File: config.mk
export PLATFORM = sky130hd
export DESIGN_NAME = iel_top
export DESIGN_NICKNAME = d
export VERILOG_FILES = /design/src/design/iel_pkg.sv /design/src/design/iel_pin_if.sv /design/src/design/iel_pin_filter.sv /design/src/design/iel_top.sv
export VERILOG_INCLUDE_DIRS = /design/src /design/src/design
export SDC_FILE = /design/constraint.sdc
export NUM_CORES = 1
export LEC_CHECK = 0
export BUFFER_PORTS_ARGS = -buffer_cell sky130_fd_sc_hd__buf_2
export CORE_ASPECT_RATIO = 1.2
export CORE_MARGIN = 2
export CORE_UTILIZATION = 45
export CTS_CLUSTER_SIZE = 14
export DETAILED_ROUTE_END_ITERATION = 6
export PLACE_DENSITY = 0.62
export REMOVE_ABC_BUFFERS = 1
export SYNTH_ARGS = -nofsm -noshare
export SYNTH_HDL_FRONTEND = slang
export SYNTH_HIERARCHICAL = 1
export SYNTH_SLANG_ARGS = --single-unit
File: constraint.sdc
create_clock -name clk_in -period 4.99 [get_ports clk_in]
set_input_delay 0.499 -clock clk_in [delete_from_list [all_inputs] [get_ports clk_in]]
set_output_delay 0.499 -clock clk_in [all_outputs]
set_load 0.02 [all_outputs]
File: src/design/iel_cfg.svh
// Address map, field layout and reset constants of the interrupt enable and latch block.
`ifndef IEL_CFG_SVH
`define IEL_CFG_SVH

`define IEL_ADDR_W 12
`define IEL_DATA_W 8
`define IEL_SRC_N 28
`define IEL_ID_W 5

`define IEL_ADDR_EN_LOW 12'h03a
`define IEL_ADDR_EN_MID 12'h03b
`define IEL_ADDR_EN_UPPER 12'h03c
`define IEL_ADDR_EN_TOP 12'h03d
`define IEL_ADDR_PEND_LOW 12'hfe0
`define IEL_ADDR_PEND_MID 12'hfe1
`define IEL_ADDR_PEND_UPPER 12'hfe2
`define IEL_ADDR_PEND_TOP 12'hfe3

`define IEL_EN_WMASK 28'hffffff1
`define IEL_PEND_CLRMASK 28'hffffff0
`define IEL_SRC_DRIVEN_MASK 28'hffcfff0
`define IEL_PEND_RMASK 28'hffffff8
`define IEL_REGS_PER_SET 4
`define IEL_EN_RESET 28'h0000000
`define IEL_PEND_RESET 28'h0000000

`define IEL_GLOBAL_BIT 0
`define IEL_WDT_BIT 3
`define IEL_FIRST_MASKABLE 4
`define IEL_LAST_MASKABLE 27

`define IEL_ID_SOFTWARE 5'h00
`define IEL_ID_UNDEF 5'h01
`define IEL_ID_WATCHDOG 5'h03
`define IEL_ID_NONE 5'h1f

`define IEL_EXT_N 4
`define IEL_EXT_POS {5'h08, 5'h14, 5'h13, 5'h12}
`define IEL_STACK_DEPTH 8

`endif

File: src/design/iel_pkg.sv
// Shared types of the interrupt enable and latch block.
`include "iel_cfg.svh"

package iel_pkg;

  typedef logic [`IEL_ADDR_W-1:0] iel_addr_t;
  typedef logic [`IEL_DATA_W-1:0] iel_data_t;
  typedef logic [`IEL_ID_W-1:0] iel_id_t;
  typedef logic [`IEL_SRC_N-1:0] iel_vec_t;

  typedef enum logic [1:0] {
    IEL_KIND_NONE,
    IEL_KIND_NMI,
    IEL_KIND_MASKABLE
  } iel_kind_e;

endpackage : iel_pkg

File: src/design/iel_pin_if.sv
// Carrier between the external pin filter and the controller core.
`timescale 1ns/100ps

interface iel_pin_if #(
  parameter int N = 4
);
  logic [N-1:0] raw;
  logic [N-1:0] rise;

  modport filter (input raw, output rise);
  modport core (output raw, input rise);
endinterface : iel_pin_if

File: src/design/iel_pin_filter.sv
// Three-stage synchroniser with agreement filter and rising-edge pulse for interrupt pins.
`timescale 1ns/100ps

module iel_pin_filter #(
  parameter int N = 4
) (
  input wire logic clk_in,
  input wire logic sys_rst_in,
  iel_pin_if.filter pins
);

  typedef struct packed {
    logic [N-1:0] meta;
    logic [N-1:0] s2;
    logic [N-1:0] s3;
    logic [N-1:0] level;
    logic [N-1:0] rise;
  } iel_filt_s;

  iel_filt_s st_reg;
  iel_filt_s st_next;

  // A change counts only once the second and third stages agree.
  always_comb
  begin
    st_next = st_reg;
    st_next.meta = pins.raw;
    st_next.s2 = st_reg.meta;
    st_next.s3 = st_reg.s2;
    for (int i = 0; i < N; i++)
    begin
      if (st_reg.s2[i] == st_reg.s3[i])
      begin
        st_next.level[i] = st_reg.s3[i];
      end
    end
    st_next.rise = st_next.level & ~st_reg.level;
  end

  always_ff @(posedge clk_in)
  begin
    if (sys_rst_in)
    begin
      st_reg <= '0;
    end
    else
    begin
      st_reg <= st_next;
    end
  end

  assign pins.rise = st_reg.rise;

endmodule : iel_pin_filter

File: src/design/iel_top.sv
// Maskable interrupt enable, pending latch and request selection logic.
`timescale 1ns/100ps
`include "iel_cfg.svh"

module iel_top #(
  parameter int STACK_DEPTH = `IEL_STACK_DEPTH
) (
  input wire logic clk_in,
  input wire logic sys_rst_in,
  input wire iel_pkg::iel_addr_t sfr_addr_in,
  input wire logic sfr_wr_in,
  input wire logic sfr_rd_in,
  input wire iel_pkg::iel_data_t sfr_wdata_in,
  output iel_pkg::iel_data_t sfr_rdata_out,
  output logic sfr_rvalid_out,
  input wire iel_pkg::iel_vec_t src_req_in,
  input wire logic [`IEL_EXT_N-1:0] ext_int_in,
  input wire logic software_req_in,
  input wire logic undef_req_in,
  input wire logic watchdog_request_in,
  input wire logic unmask_all_instr_in,
  input wire logic mask_all_instr_in,
  input wire logic return_from_isr_in,
  input wire logic return_from_nmi_in,
  input wire logic accept_in,
  output logic irq_req_out,
  output iel_pkg::iel_id_t irq_id_out,
  output iel_pkg::iel_kind_e irq_kind_out,
  output logic global_enable_bit_out
);
  import iel_pkg::*;

  typedef struct packed {
    iel_vec_t enable;
    iel_vec_t pending;
    logic [STACK_DEPTH-1:0] stack;
    logic req;
    iel_id_t id;
    iel_kind_e kind;
    iel_data_t rdata;
    logic rvalid;
  } iel_state_s;

  localparam logic [`IEL_ID_W*`IEL_EXT_N-1:0] EXT_POS = `IEL_EXT_POS;

  iel_state_s st_reg;
  iel_state_s st_next;
  iel_vec_t set_vec;
  iel_vec_t wr_vec;
  logic [`IEL_REGS_PER_SET*`IEL_DATA_W-1:0] rd_en_vec;
  logic [`IEL_REGS_PER_SET*`IEL_DATA_W-1:0] rd_pend_vec;
  logic [1:0] wr_byte;
  logic wr_is_en;
  logic wr_is_pend;
  logic rd_hit;
  logic [1:0] rd_byte;
  logic rd_is_en;
  logic ret_any;

  iel_pin_if #(.N(`IEL_EXT_N)) pins ();

  assign pins.raw = ext_int_in;

  iel_pin_filter #(
    .N(`IEL_EXT_N)
  ) u_pin_filter (
    .clk_in(clk_in),
    .sys_rst_in(sys_rst_in),
    .pins(pins)
  );

  // Collect request events; reserved positions have no source behind them.
  always_comb
  begin
    set_vec = src_req_in & `IEL_SRC_DRIVEN_MASK;
    set_vec[`IEL_WDT_BIT] = watchdog_request_in;
    for (int i = 0; i < `IEL_EXT_N; i++)
    begin
      if (pins.rise[i])
      begin
        set_vec[EXT_POS[i*`IEL_ID_W +: `IEL_ID_W]] = 1'b1;
      end
    end
  end

  // Address decode: each register holds one byte of the 28-bit vectors.
  always_comb
  begin
    wr_is_en = 1'b0;
    wr_is_pend = 1'b0;
    wr_byte = 2'h0;
    case (sfr_addr_in)
      `IEL_ADDR_EN_LOW: begin wr_is_en = 1'b1; wr_byte = 2'h0; end
      `IEL_ADDR_EN_MID: begin wr_is_en = 1'b1; wr_byte = 2'h1; end
      `IEL_ADDR_EN_UPPER: begin wr_is_en = 1'b1; wr_byte = 2'h2; end
      `IEL_ADDR_EN_TOP: begin wr_is_en = 1'b1; wr_byte = 2'h3; end
      `IEL_ADDR_PEND_LOW: begin wr_is_pend = 1'b1; wr_byte = 2'h0; end
      `IEL_ADDR_PEND_MID: begin wr_is_pend = 1'b1; wr_byte = 2'h1; end
      `IEL_ADDR_PEND_UPPER: begin wr_is_pend = 1'b1; wr_byte = 2'h2; end
      `IEL_ADDR_PEND_TOP: begin wr_is_pend = 1'b1; wr_byte = 2'h3; end
      default: begin wr_is_en = 1'b0; wr_is_pend = 1'b0; end
    endcase
    rd_hit = wr_is_en | wr_is_pend;
    rd_is_en = wr_is_en;
    rd_byte = wr_byte;
  end

  // Byte lane mask of the addressed register within the vectors.
  always_comb
  begin
    wr_vec = '0;
    for (int b = 0; b < `IEL_SRC_N; b++)
    begin
      if (b / `IEL_DATA_W == int'(wr_byte))
      begin
        wr_vec[b] = 1'b1;
      end
    end
  end

  // Both read vectors are padded to whole registers, so the top byte reads zero above bit 27.
  assign rd_en_vec = {{(`IEL_REGS_PER_SET*`IEL_DATA_W-`IEL_SRC_N){1'b0}},
    st_reg.enable & `IEL_EN_WMASK};
  assign rd_pend_vec = {{(`IEL_REGS_PER_SET*`IEL_DATA_W-`IEL_SRC_N){1'b0}},
    st_reg.pending & `IEL_PEND_RMASK};
  assign ret_any = return_from_isr_in | return_from_nmi_in;

  always_comb
  begin
    iel_vec_t wdata_vec;
    iel_vec_t en_sel;
    iel_vec_t clr_vec;
    iel_vec_t ready;
    logic found;
    wdata_vec = '0;
    en_sel = '0;
    clr_vec = '0;
    ready = '0;
    found = 1'b0;
    st_next = st_reg;

    // Repeat the written byte in every lane; wr_vec selects the same lane in both sets.
    for (int b = 0; b < `IEL_SRC_N; b++)
    begin
      wdata_vec[b] = sfr_wdata_in[b % `IEL_DATA_W];
    end

    // Enable registers, global bit included; unused bits are not stored.
    if (sfr_wr_in && wr_is_en)
    begin
      en_sel = wr_vec & `IEL_EN_WMASK;
      st_next.enable = (st_reg.enable & ~en_sel) | (wdata_vec & en_sel);
    end
    if (unmask_all_instr_in)
    begin
      st_next.enable[`IEL_GLOBAL_BIT] = 1'b1;
    end
    if (mask_all_instr_in)
    begin
      st_next.enable[`IEL_GLOBAL_BIT] = 1'b0;
    end

    // Return pops the saved global bit back into place.
    if (ret_any)
    begin
      st_next.enable[`IEL_GLOBAL_BIT] = st_reg.stack[0];
      st_next.stack = {1'b0, st_reg.stack[STACK_DEPTH-1:1]};
    end

    // Writing zero clears a latch, one leaves it; watchdog bit is untouched.
    if (sfr_wr_in && wr_is_pend)
    begin
      clr_vec = wr_vec & ~wdata_vec & `IEL_PEND_CLRMASK;
    end

    // Acceptance: save and clear the global bit, drop the served latch.
    if (accept_in && st_reg.req)
    begin
      st_next.stack = {st_reg.stack[STACK_DEPTH-2:0], st_reg.enable[`IEL_GLOBAL_BIT]};
      st_next.enable[`IEL_GLOBAL_BIT] = 1'b0;
      if (st_reg.id != `IEL_ID_SOFTWARE && st_reg.id != `IEL_ID_UNDEF)
      begin
        clr_vec[st_reg.id] = 1'b1;
      end
    end

    // A new request in the clearing cycle wins over the clear.
    st_next.pending = (st_reg.pending & ~clr_vec) | set_vec;

    // Pick the request to present; lower position ranks higher.
    ready = st_next.pending & st_next.enable
      & {`IEL_SRC_N{st_next.enable[`IEL_GLOBAL_BIT]}};
    st_next.req = 1'b0;
    st_next.id = `IEL_ID_NONE;
    st_next.kind = IEL_KIND_NONE;
    if (software_req_in)
    begin
      found = 1'b1;
      st_next.id = `IEL_ID_SOFTWARE;
    end
    else if (undef_req_in)
    begin
      found = 1'b1;
      st_next.id = `IEL_ID_UNDEF;
    end
    else if (st_next.pending[`IEL_WDT_BIT])
    begin
      found = 1'b1;
      st_next.id = `IEL_ID_WATCHDOG;
    end
    if (found)
    begin
      st_next.req = 1'b1;
      st_next.kind = IEL_KIND_NMI;
    end
    else
    begin
      for (int s = `IEL_LAST_MASKABLE; s >= `IEL_FIRST_MASKABLE; s--)
      begin
        if (ready[s])
        begin
          st_next.req = 1'b1;
          st_next.id = iel_id_t'(s);
          st_next.kind = IEL_KIND_MASKABLE;
        end
      end
    end
    // A request taken this cycle must not be shown again before its effects settle.
    if (accept_in && st_reg.req)
    begin
      st_next.req = 1'b0;
      st_next.id = `IEL_ID_NONE;
      st_next.kind = IEL_KIND_NONE;
    end

    // Registered read data; unmapped addresses read zero.
    st_next.rvalid = sfr_rd_in;
    st_next.rdata = '0;
    if (sfr_rd_in && rd_hit)
    begin
      if (rd_is_en)
      begin
        st_next.rdata = rd_en_vec[int'(rd_byte)*`IEL_DATA_W +: `IEL_DATA_W];
      end
      else
      begin
        st_next.rdata = rd_pend_vec[int'(rd_byte)*`IEL_DATA_W +: `IEL_DATA_W];
      end
    end
  end

  always_ff @(posedge clk_in)
  begin
    if (sys_rst_in)
    begin
      st_reg <= '0;
      st_reg.enable <= `IEL_EN_RESET;
      st_reg.pending <= `IEL_PEND_RESET;
      st_reg.id <= `IEL_ID_NONE;
      st_reg.kind <= IEL_KIND_NONE;
    end
    else
    begin
      st_reg <= st_next;
    end
  end

  assign sfr_rdata_out = st_reg.rdata;
  assign sfr_rvalid_out = st_reg.rvalid;
  assign irq_req_out = st_reg.req;
  assign irq_id_out = st_reg.id;
  assign irq_kind_out = st_reg.kind;
  assign global_enable_bit_out = st_reg.enable[`IEL_GLOBAL_BIT];

endmodule : iel_top

**Word level (Yosys, flattened, before mapping)**

Index checks and enable logic that the tools add are counted.

- Logic and storage cells: 129
- Flip-flop bits (word level): 101
- Output and inout port bits: 18

- Reductions and logical operators: 17
- Muxes and demuxes: 61
- Shifts and indexed selects: 2
- Equal/unequal tests: 16
- Magnitude comparators: 2
- Bitwise operators: 17

Operator list:

| cell | number |
|---|---|
| 2-to-1 mux 8 bit | 27 |
| AND 28 bit | 6 |
| 2-to-1 mux 28 bit | 4 |
| inverter 28 bit | 3 |
| bitwise OR 28 bit | 3 |
| indexed part select 32 x 6 -> 8 bit | 2 |
| equality test 12 bit (second input constant) | 4 |
| equality test 12 x 6 -> 1 bit (second input constant) | 4 |
| 2-to-1 mux 1 bit | 24 |
| 2-to-1 mux 5 bit | 4 |
| OR reduction 2 bit | 5 |
| OR reduction 4 bit | 2 |
| logical AND 1 bit | 6 |
| less-than comparator 5 x 6 -> 1 bit (second input constant) | 1 |
| case mux 2 bit (3 select lines) | 1 |
| demux 1 bit (select 5 bit) | 1 |
| >= comparator 5 x 1 -> 1 bit (second input constant) | 1 |
| != test 5 x 1 -> 1 bit (second input constant) | 1 |
| nonzero test 5 bit | 1 |
| AND 4 bit | 1 |
| equality test 1 bit | 4 |
| equality test 2 bit (first input constant) | 2 |
| inverter 4 bit | 1 |
| OR reduction 3 bit | 1 |
| 5 further kinds | 6 |

**Depth between registers and ports, before layout**

Gate-level depths: netlist (run 1).

- Depth after elaboration: 41
- Depth in mapped cells: 11
- Gate-level depth less buffers: 9

**By module**

The synthesis (run 1) kept the hierarchy.

By module, submodules not included:

| module | instances | area each (µm²) | sequential area each (µm²) | cells an instance |
|---|---|---|---|---|
| iel_top | 1 | 4461.8 | 1501.4 | 566 |
| iel_pin_filter | 1 | 621.8 | 400.4 | 53 |

**Worst setup path after synthesis (run 1)**

Ideal clock, no wire load.

- Path type: input-to-reg
- Start point: in sfr_addr_in[7]
- End point: reg st_reg (netlist bit irq_kind_out[1])
- Path buffers: 1
- Data arrival time: 3221 ps
- Library setup time: 115 ps
- Required time: 4875 ps
- Stages on the path: 10
- Setup slack: 1654 ps
- Path through: or4_4 -> buf_6 -> or4_4 -> a211oi_1 -> mux2i_1 -> nor2_1 -> nor2_1 -> a31oi_1 -> or4_1 -> and3_1

- Cells in the longest elaborated chain, start to end: 39
- Elaborated cells between the ends (all ways): 69
- Classes of those cells: eq/ne: 11; mux: 39; bitwise: 11; reduce/logical: 8

Ends and longest elaborated chain:

| what | RTL line | RTL |
|---|---|---|
| start: declaration | iel_top.sv:10 | `input wire iel_pkg::iel_addr_t sfr_addr_in,` |
| equality test 12 bit / equality test 12 x 6 -> 1 bit (equally long branches) | iel_top.sv:92 | `case (sfr_addr_in)` |
| OR reduction 2 bit (no line) | - |  |
| case mux 2 bit (3 select lines) | iel_top.sv:92 |  |
| equality test 1 x 2 -> 1 bit | iel_top.sv:114 | `` if (b / `IEL_DATA_W == int'(wr_byte)) `` |
| 2-to-1 mux 1 bit | iel_top.sv:114 |  |
| AND 28 bit | iel_top.sv:173 | `` clr_vec = wr_vec & ~wdata_vec & `IEL_PEND_CLRMASK; `` |
| 2-to-1 mux 28 bit | iel_top.sv:171 | `if (sfr_wr_in && wr_is_pend)` |
| bitwise OR 28 bit (no line) | - |  |
| 2-to-1 mux 28 bit | iel_top.sv:181 | `` if (st_reg.id != `IEL_ID_SOFTWARE && st_reg.id != `IEL_ID_UNDEF) `` |
| 2-to-1 mux 28 bit | iel_top.sv:177 | `if (accept_in && st_reg.req)` |
| inverter 28 bit | iel_top.sv:188 | `st_next.pending = (st_reg.pending & ~clr_vec) \| set_vec;` |
| AND 28 bit | iel_top.sv:188 |  |
| bitwise OR 28 bit | iel_top.sv:188 |  |
| AND 28 bit | iel_top.sv:191 | `ready = st_next.pending & st_next.enable` |
| AND 28 bit (*) | iel_top.sv:191 |  |
| 2-to-1 mux 8 bit (23 in a row) | iel_top.sv:220 | `if (ready[s])` |
| 2-to-1 mux 8 bit (*) | iel_top.sv:220 |  |
| end signal: assignment | iel_top.sv:264 | `st_reg <= st_next;` |
| end: declaration | iel_top.sv:46 | `iel_state_s st_reg;` |

Mark *: on every way between the ends. The rest lies on a longest branch, timed or not.
A chain may end at the register's enable or synchronous reset.

**Worst setup path after layout (run 1)**

Same ends and word-level chain as after synthesis.

==> results.ini, run 1 <==
[run_status]
status = finished, final reports clean

[clock_network]
cts_root_buffer = clkbuf_16
clkSinkCount = 95
clock_path_buffers = 2
cts_tree = built
h-tree-depth = 3
postCtsSetupRepairBufs = 0
numCtsBuffers = 9
cts.clk_slew.worst_paths_ns = 0.07
cts_resized = 0
holdBufCountCts = 0
clkLatencyLatePin_ns = 0.35

[die]
boundaryPins = 82
die_h_um = 120
start_util = 0.461
die-area_mm2 = 0.0122
core_area_mm2 = 0.0110
die_w_um = 101
rows = 42

[layout]
largest_reg_flops = 25
fillers = 1098
n_antenna_cell = 0
drive_gt1_frac = 0.204
design_area_mm2 = 0.00571
finalNonFillerCells = 798
syn2layout_area_growth_pct = 12.3
fin_nets = 726

[timing]
finalSetupViolCount = 0
worst_pin_slew_ns = 1.17
slew_headroom = 0.214
hold_viol_final = 0
max_freq_ghz = 0.276
min_period_ns = 3.63
rsz0062_at_grt = false
drv_slew = 0
period_share = 0.727
whs_ns = 0.358
clock_skew_ns = 0.00484
fin_tns_setup_ns = 0

[grt]
antenna_found_initial = 0
grt_use_total = 0.260
grt_max_degree = 46
grt_pass1_wl_mm = 24.2
overflow = 0
grt_pass1_vias = 4672

[place]
dpl-instance-area_mm2 = 0.00541
hpwl_mm = 11.4
gp_congestion = 0.937
placed_cells_incl_taps = 783
io_buffers = 75

[route]
drtAntennaViolNets = 0
drc = 0
wl_per_cell_um = 19.3
viasPerCell = 6.10
drt_iter0_drc = 327
first_pass_iters = 5
finalWirelength_mm = 15.4
num_vias = 4870

[power_and_ir_drop]
vdd_drop_max_mv = 0.147
p_total_mw = 1.68
p_leak_nw = 2.29
p_int_mw = 1.25
comb_power_share = 0.102
pwr-share-clk = 0.418
swShare = 0.255
switchingPower_mw = 0.427
cellPowerDensity_mw_per_mm2 = 294
p_seq_frac = 0.480

[setup_path]
critPathRequiredTime_ns = 5.23
cp.arrival_ns = 3.87
cp_max_fo = 6
endpoint_kind = flop
start_kind = input port
crit_type = in -> reg

[logic_synthesis]
netlist_area_mm2 = 0.00508
synth_area_leader_cell = dfxtp_1
synthArstFlopShare = 0
ys_ff_latch = 95
synth_largest_type_area_fraction = 0.374
netlist_instances = 619
synth.avg_cell_area_um2 = 8.21
synth_top_cells_by_count = dfxtp_1 (95), nor2_1 (85), nand2_1 (56)
yosysUniqueCellTypes = 67
yosysSeqAreaShare = 0.374
yosysWarnings = 6
yosys-top-cells-area = dfxtp_1 (37%), nor2_1 (6.3%), mux2i_1 (4.9%)
synth_edf_count = 0
yosysMostFrequentCell = dfxtp_1
synthFlopType = dfxtp_1

[flow_run]
drv_cap = 0

[worst_hold_path]
hold_path_class = in -> reg

## cell usage in the layout (no fill, tap or decap), types with 10 or more instances in the layout
cell | synthesis | layout
o21ai_0 | 44 | 43
nor3_1 | 15 | 15
nand2_1 | 56 | 56
buf_2 | 1 | 75
a21oi_1 | 37 | 37
a211oi_1 | 10 | 10
nor2_1 | 85 | 85
dfxtp_1 | 95 | 95
nor2b_1 | 10 | 10
o22ai_1 | 11 | 11
inv_1 | 12 | 12
mux2i_1 | 25 | 25
## power by group through the flow
stage               clock network (mW)  logic [mW]  registers (mW)
detailed placement                   0       0.170           0.821
floorplan                            0      0.0821           0.823
CTS                              0.710       0.170           0.804
global placement                     0       0.166           0.820
global route                     0.734       0.188           0.807
finish                           0.700       0.171           0.805
## metal layers
layer / vias up / GRT usage / part of all wire
li1: 2336 / - / -
met1: 2284 / 0.322 / 0.41
met2: 205 / 0.420 / 0.47
met3: 45 / 0.0405 / 0.065
met4: 0 / 0.158 / 0.052
met5: - / 0 / 0
## critical path: stages
cell and delay, ns:
buf_2 0.11, or4_4 0.59, or4_4 0.54, a211oi_1 0.61, mux2i_1 0.33, nor2_1 0.07
nor2_1 0.30, a31oi_1 0.16, or4_1 0.45, and3_1 0.21
## path summary, 6_finish.rpt
kind / from / to / slack (ns) / cells after the start
setup / recovery: sfr_addr_in[7] / irq_kind_out[1] / 1.36 / 10
hold / removal: ext_int_in[0] / u_pin_filter/st_next[12] / 0.36 / 2
setup reg to reg: irq_req_out / irq_kind_out[1] / 1.51 / 9
hold reg to reg: u_pin_filter/st_next[12] / u_pin_filter/st_next[8] / 0.44 / 1
## cell type report
class,count,area (µm²),share of cell area
repair buffers,84,443,0.0776
flip-flops and latches,95,1900,0.333
clock buffers,10,239,0.0419
clock inverters,5,58.8,0.0103
multi-input cells,460,2860,0.500
well taps,132,165,0.0289
inverters,12,45.0,0.00789
## cells by family (layout without fill, tap and decap cells)
logic type,count (synthesis),after routing,synth area share
buffers and inverters,64,111,0.0660
and+or+nand+nor,252,252,0.259
DFF,95,95,0.374
AOI/OAI and AO/OA,175,175,0.235
muxes,31,31,0.0625
xor gates and xnor gates,2,2,0.00345
## metrics by stage
stage | setup WS (ns) | utilization
after floorplan | 1.30 | -
after global placement | 1.06 | 0.490
after detailed placement | 1.09 | 0.490
after CTS | 1.44 | 0.517
after global routing | 1.15 | 0.517
final | 1.36 | 0.517
No activity file was read; power rests on OpenSTA's default activity.
==> inputs of run 2 (changes only) <==
--- a/config.mk
+++ b/config.mk
@@ -12,7 +12,7 @@
 export CORE_UTILIZATION = 45
 export CTS_CLUSTER_SIZE = 14
 export DETAILED_ROUTE_END_ITERATION = 6
-export PLACE_DENSITY = 0.62
+export PLACE_DENSITY = 0.64
 export REMOVE_ABC_BUFFERS = 1
 export SYNTH_ARGS = -nofsm -noshare
 export SYNTH_HDL_FRONTEND = slang
==> constraint.sdc (replaced) <==
create_clock -name clk_in -period 3 [get_ports clk_in]
set_input_delay 0.3 -clock clk_in [delete_from_list [all_inputs] [get_ports clk_in]]
set_output_delay 0.3 -clock clk_in [all_outputs]
set_load 0.02 [all_outputs]
==> run 2 against run 1 <==
  * Combinational power rose by 110%
  * Largest power group unchanged
  * Sequential power grew 66%
  * Cell area up 16%
  * Power is 71% higher
  * Highest routed layer unchanged
  * Register-to-register slack got worse by 1.4 ns
  * Global-route usage increased by 2.2 points
  * Worst setup slack got worse by 1.3 ns
  * Via count rose by 9.9%
  * Die area did not move
  * Clock power grew 69%
  * Routed wire length increased by 11%
==> results.ini, run 2 (synthesized netlist as in run 1, its figures left out) <==
[grt]
met3_usage = 0.0491  ; +0.00867
antenna_found_initial = 0  ; unchanged
grtUsageMet1 = 0.347  ; +0.0250
grt_use_total = 0.282  ; +0.0222
use_met2 = 0.483  ; +0.0629
grt_pass1_vias = 5144  ; +10%
grt_max_degree = 41  ; -11%
overflow = 0  ; unchanged
top_usage_layer = met2
grt_pass1_wl_mm = 26.2  ; +8.3%

[die]
start_util = 0.461  ; unchanged
die_w_um = 101  ; unchanged
die_h_um = 120  ; unchanged
boundaryPins = 82  ; unchanged
die-area_mm2 = 0.0122  ; unchanged
core_area_mm2 = 0.0110  ; unchanged
rows = 42  ; unchanged

[layout]
largest_reg_flops = 25  ; unchanged
final_cell_mix = buf_4 (103), dfxtp_1 (95), nor2_1 (83), buf_2 (75), nand2_1 (56)
fillers = 1019  ; -7.2%
drive_gt1_frac = 0.332  ; +0.127
multi_input_area_mm2 = 0.00301  ; +5.4%
final_common_cell = buf_4
fin_nets = 822  ; +13%
seqCellArea_mm2 = 0.00190  ; unchanged
syn2layout_area_growth_pct = 29.9
n_antenna_cell = 0  ; unchanged
finalCoreUtilization = 0.598  ; +0.0811

[place]
hpwl_mm = 13.0  ; +14%
io_buffers = 75  ; unchanged
gp_congestion = 0.920  ; -1.8%

[route]
viasPerCell = 5.98  ; -2.0%
drtAntennaViolNets = 0  ; unchanged
drt_iter0_drc = 379  ; +16%
drc = 0  ; unchanged
first_pass_iters = 5  ; unchanged
wl_per_cell_um = 19.1  ; -1.1%
finalWirelength_mm = 17.1  ; +11%
num_vias = 5353  ; +9.9%

[run_status]
status = finished, final reports clean

[timing]
finalSetupViolCount = 0  ; unchanged
hold_viol_final = 0  ; unchanged
worst_pin_slew_ns = 1.10  ; -0.0618 ns
min_period_ns = 2.94
clock_skew_ns = 0.00940  ; +0.00456 ns
max_freq_ghz = 0.340
slew_headroom = 0.256  ; +0.0417
period_share = 0.981
rsz0062_at_grt = true
drv_slew = 0  ; unchanged
fin_tns_setup_ns = 0  ; unchanged

[setup_path]
cp.arrival_ns = 3.19  ; -0.68 ns
start_kind = input port
cp_max_fo = 4  ; -2
endpoint_kind = flop
crit_type = in -> reg
critPathRequiredTime_ns = 3.24  ; -1.99 ns

[clock_network]
clock_path_buffers = 2  ; unchanged
cts_tree = built
h-tree-depth = 3  ; unchanged
clkLatencyLatePin_ns = 0.35  ; about the same
numCtsBuffers = 9  ; unchanged
cts.clk_slew.worst_paths_ns = 0.07  ; about the same
clkSinkCount = 95  ; unchanged
cts_root_buffer = clkbuf_16

[power_and_ir_drop]
vdd_drop_max_mv = 0.257  ; +75%
cellPowerDensity_mw_per_mm2 = 434  ; +48%
p_leak_nw = 2.78  ; +22%

[worst_hold_path]
hold_path_class = in -> reg

[flow_run]
drv_cap = 0  ; unchanged

run 2: cell count changes in the layout (fill, tap and decap cells not counted), sizes merged:
cell / delta
buf: +96
clkbuf: +2
clkinv: -2
inv: +1
run 2: final cells by class:
type / instances / area share
sequential: 95 / 0.288
clock buffer: 12 / 0.0373
clock inverter: 4 / 0.00815
tap: 132 / 0.0250
timing repair buffer: 180 / 0.179
multi-input combinational: 460 / 0.456
inverter: 12 / 0.00682
run 2: worst max-delay path, cell delays in order:
cell,delay (ns)
buf_2,0.11
or4_4,0.55
or4_4,0.54
a2111o_1,0.48
a21oi_2,0.23
o22ai_2,0.12
nor2_2,0.15
a31oi_1,0.09
or4_4,0.42
and3_1,0.19
run 2: final timing paths:
| kind | cells past startpoint | endpoint | slack, ns | from |
|---|---|---|---|---|
| worst max-delay path | 10 | irq_kind_out[1] | 0.06 | sfr_addr_in[7] |
| worst min register to register | 1 | u_pin_filter/st_next[8] | 0.44 | u_pin_filter/st_next[12] |
| worst max register to register | 10 | irq_kind_out[1] | 0.12 | irq_req_out |
| worst min-delay path | 2 | u_pin_filter/st_next[14] | 0.16 | ext_int_in[2] |
run 2: layer usage:
metal | part of all wire | vias to the layer above | wire [µm]
met3 | 0.069 | 43 | 1170
li1 | - | 2526 | -
met1 | 0.40 | 2557 | 6840
met2 | 0.49 | 227 | 8440
met5 | 0 | - | 0
met4 | 0.037 | 0 | 634
run 2: power breakdown:
part	total, mW	internal, mW	switching, mW
Combinational	0.355	0.152	0.204
Clock	1.18	0.673	0.505
Sequential	1.34	1.31	0.0291
run 2: what timing repair did:
item | in CTS | in global routing
pin swaps | 1 | 6
setup buffers | 1 | 4
resized for setup | 2 | 31
endpoints found under the setup margin | 3 | 6
gates cloned | 0 | 0
hold buffers | 0 | 0
run 2: stage by stage:
| stage | cells | worst slack, ns | power, mW | hold slack (ns) | instance area [µm²] |
|---|---|---|---|---|---|
| after global routing | 895 | -0.0655 | 2.96 | 0.166 | 6600 |
| after global placement | 874 | -0.334 | 1.70 | 0.419 | 6090 |
| final | 895 | 0.0585 | 2.87 | 0.157 | 6600 |
| after detailed placement | 874 | -0.429 | 1.70 | 0.429 | 6090 |
| after CTS | 891 | 0.00572 | 2.87 | 0.156 | 6420 |
| after floorplan | 567 | -0.495 | 1.51 | 0.369 | 4790 |
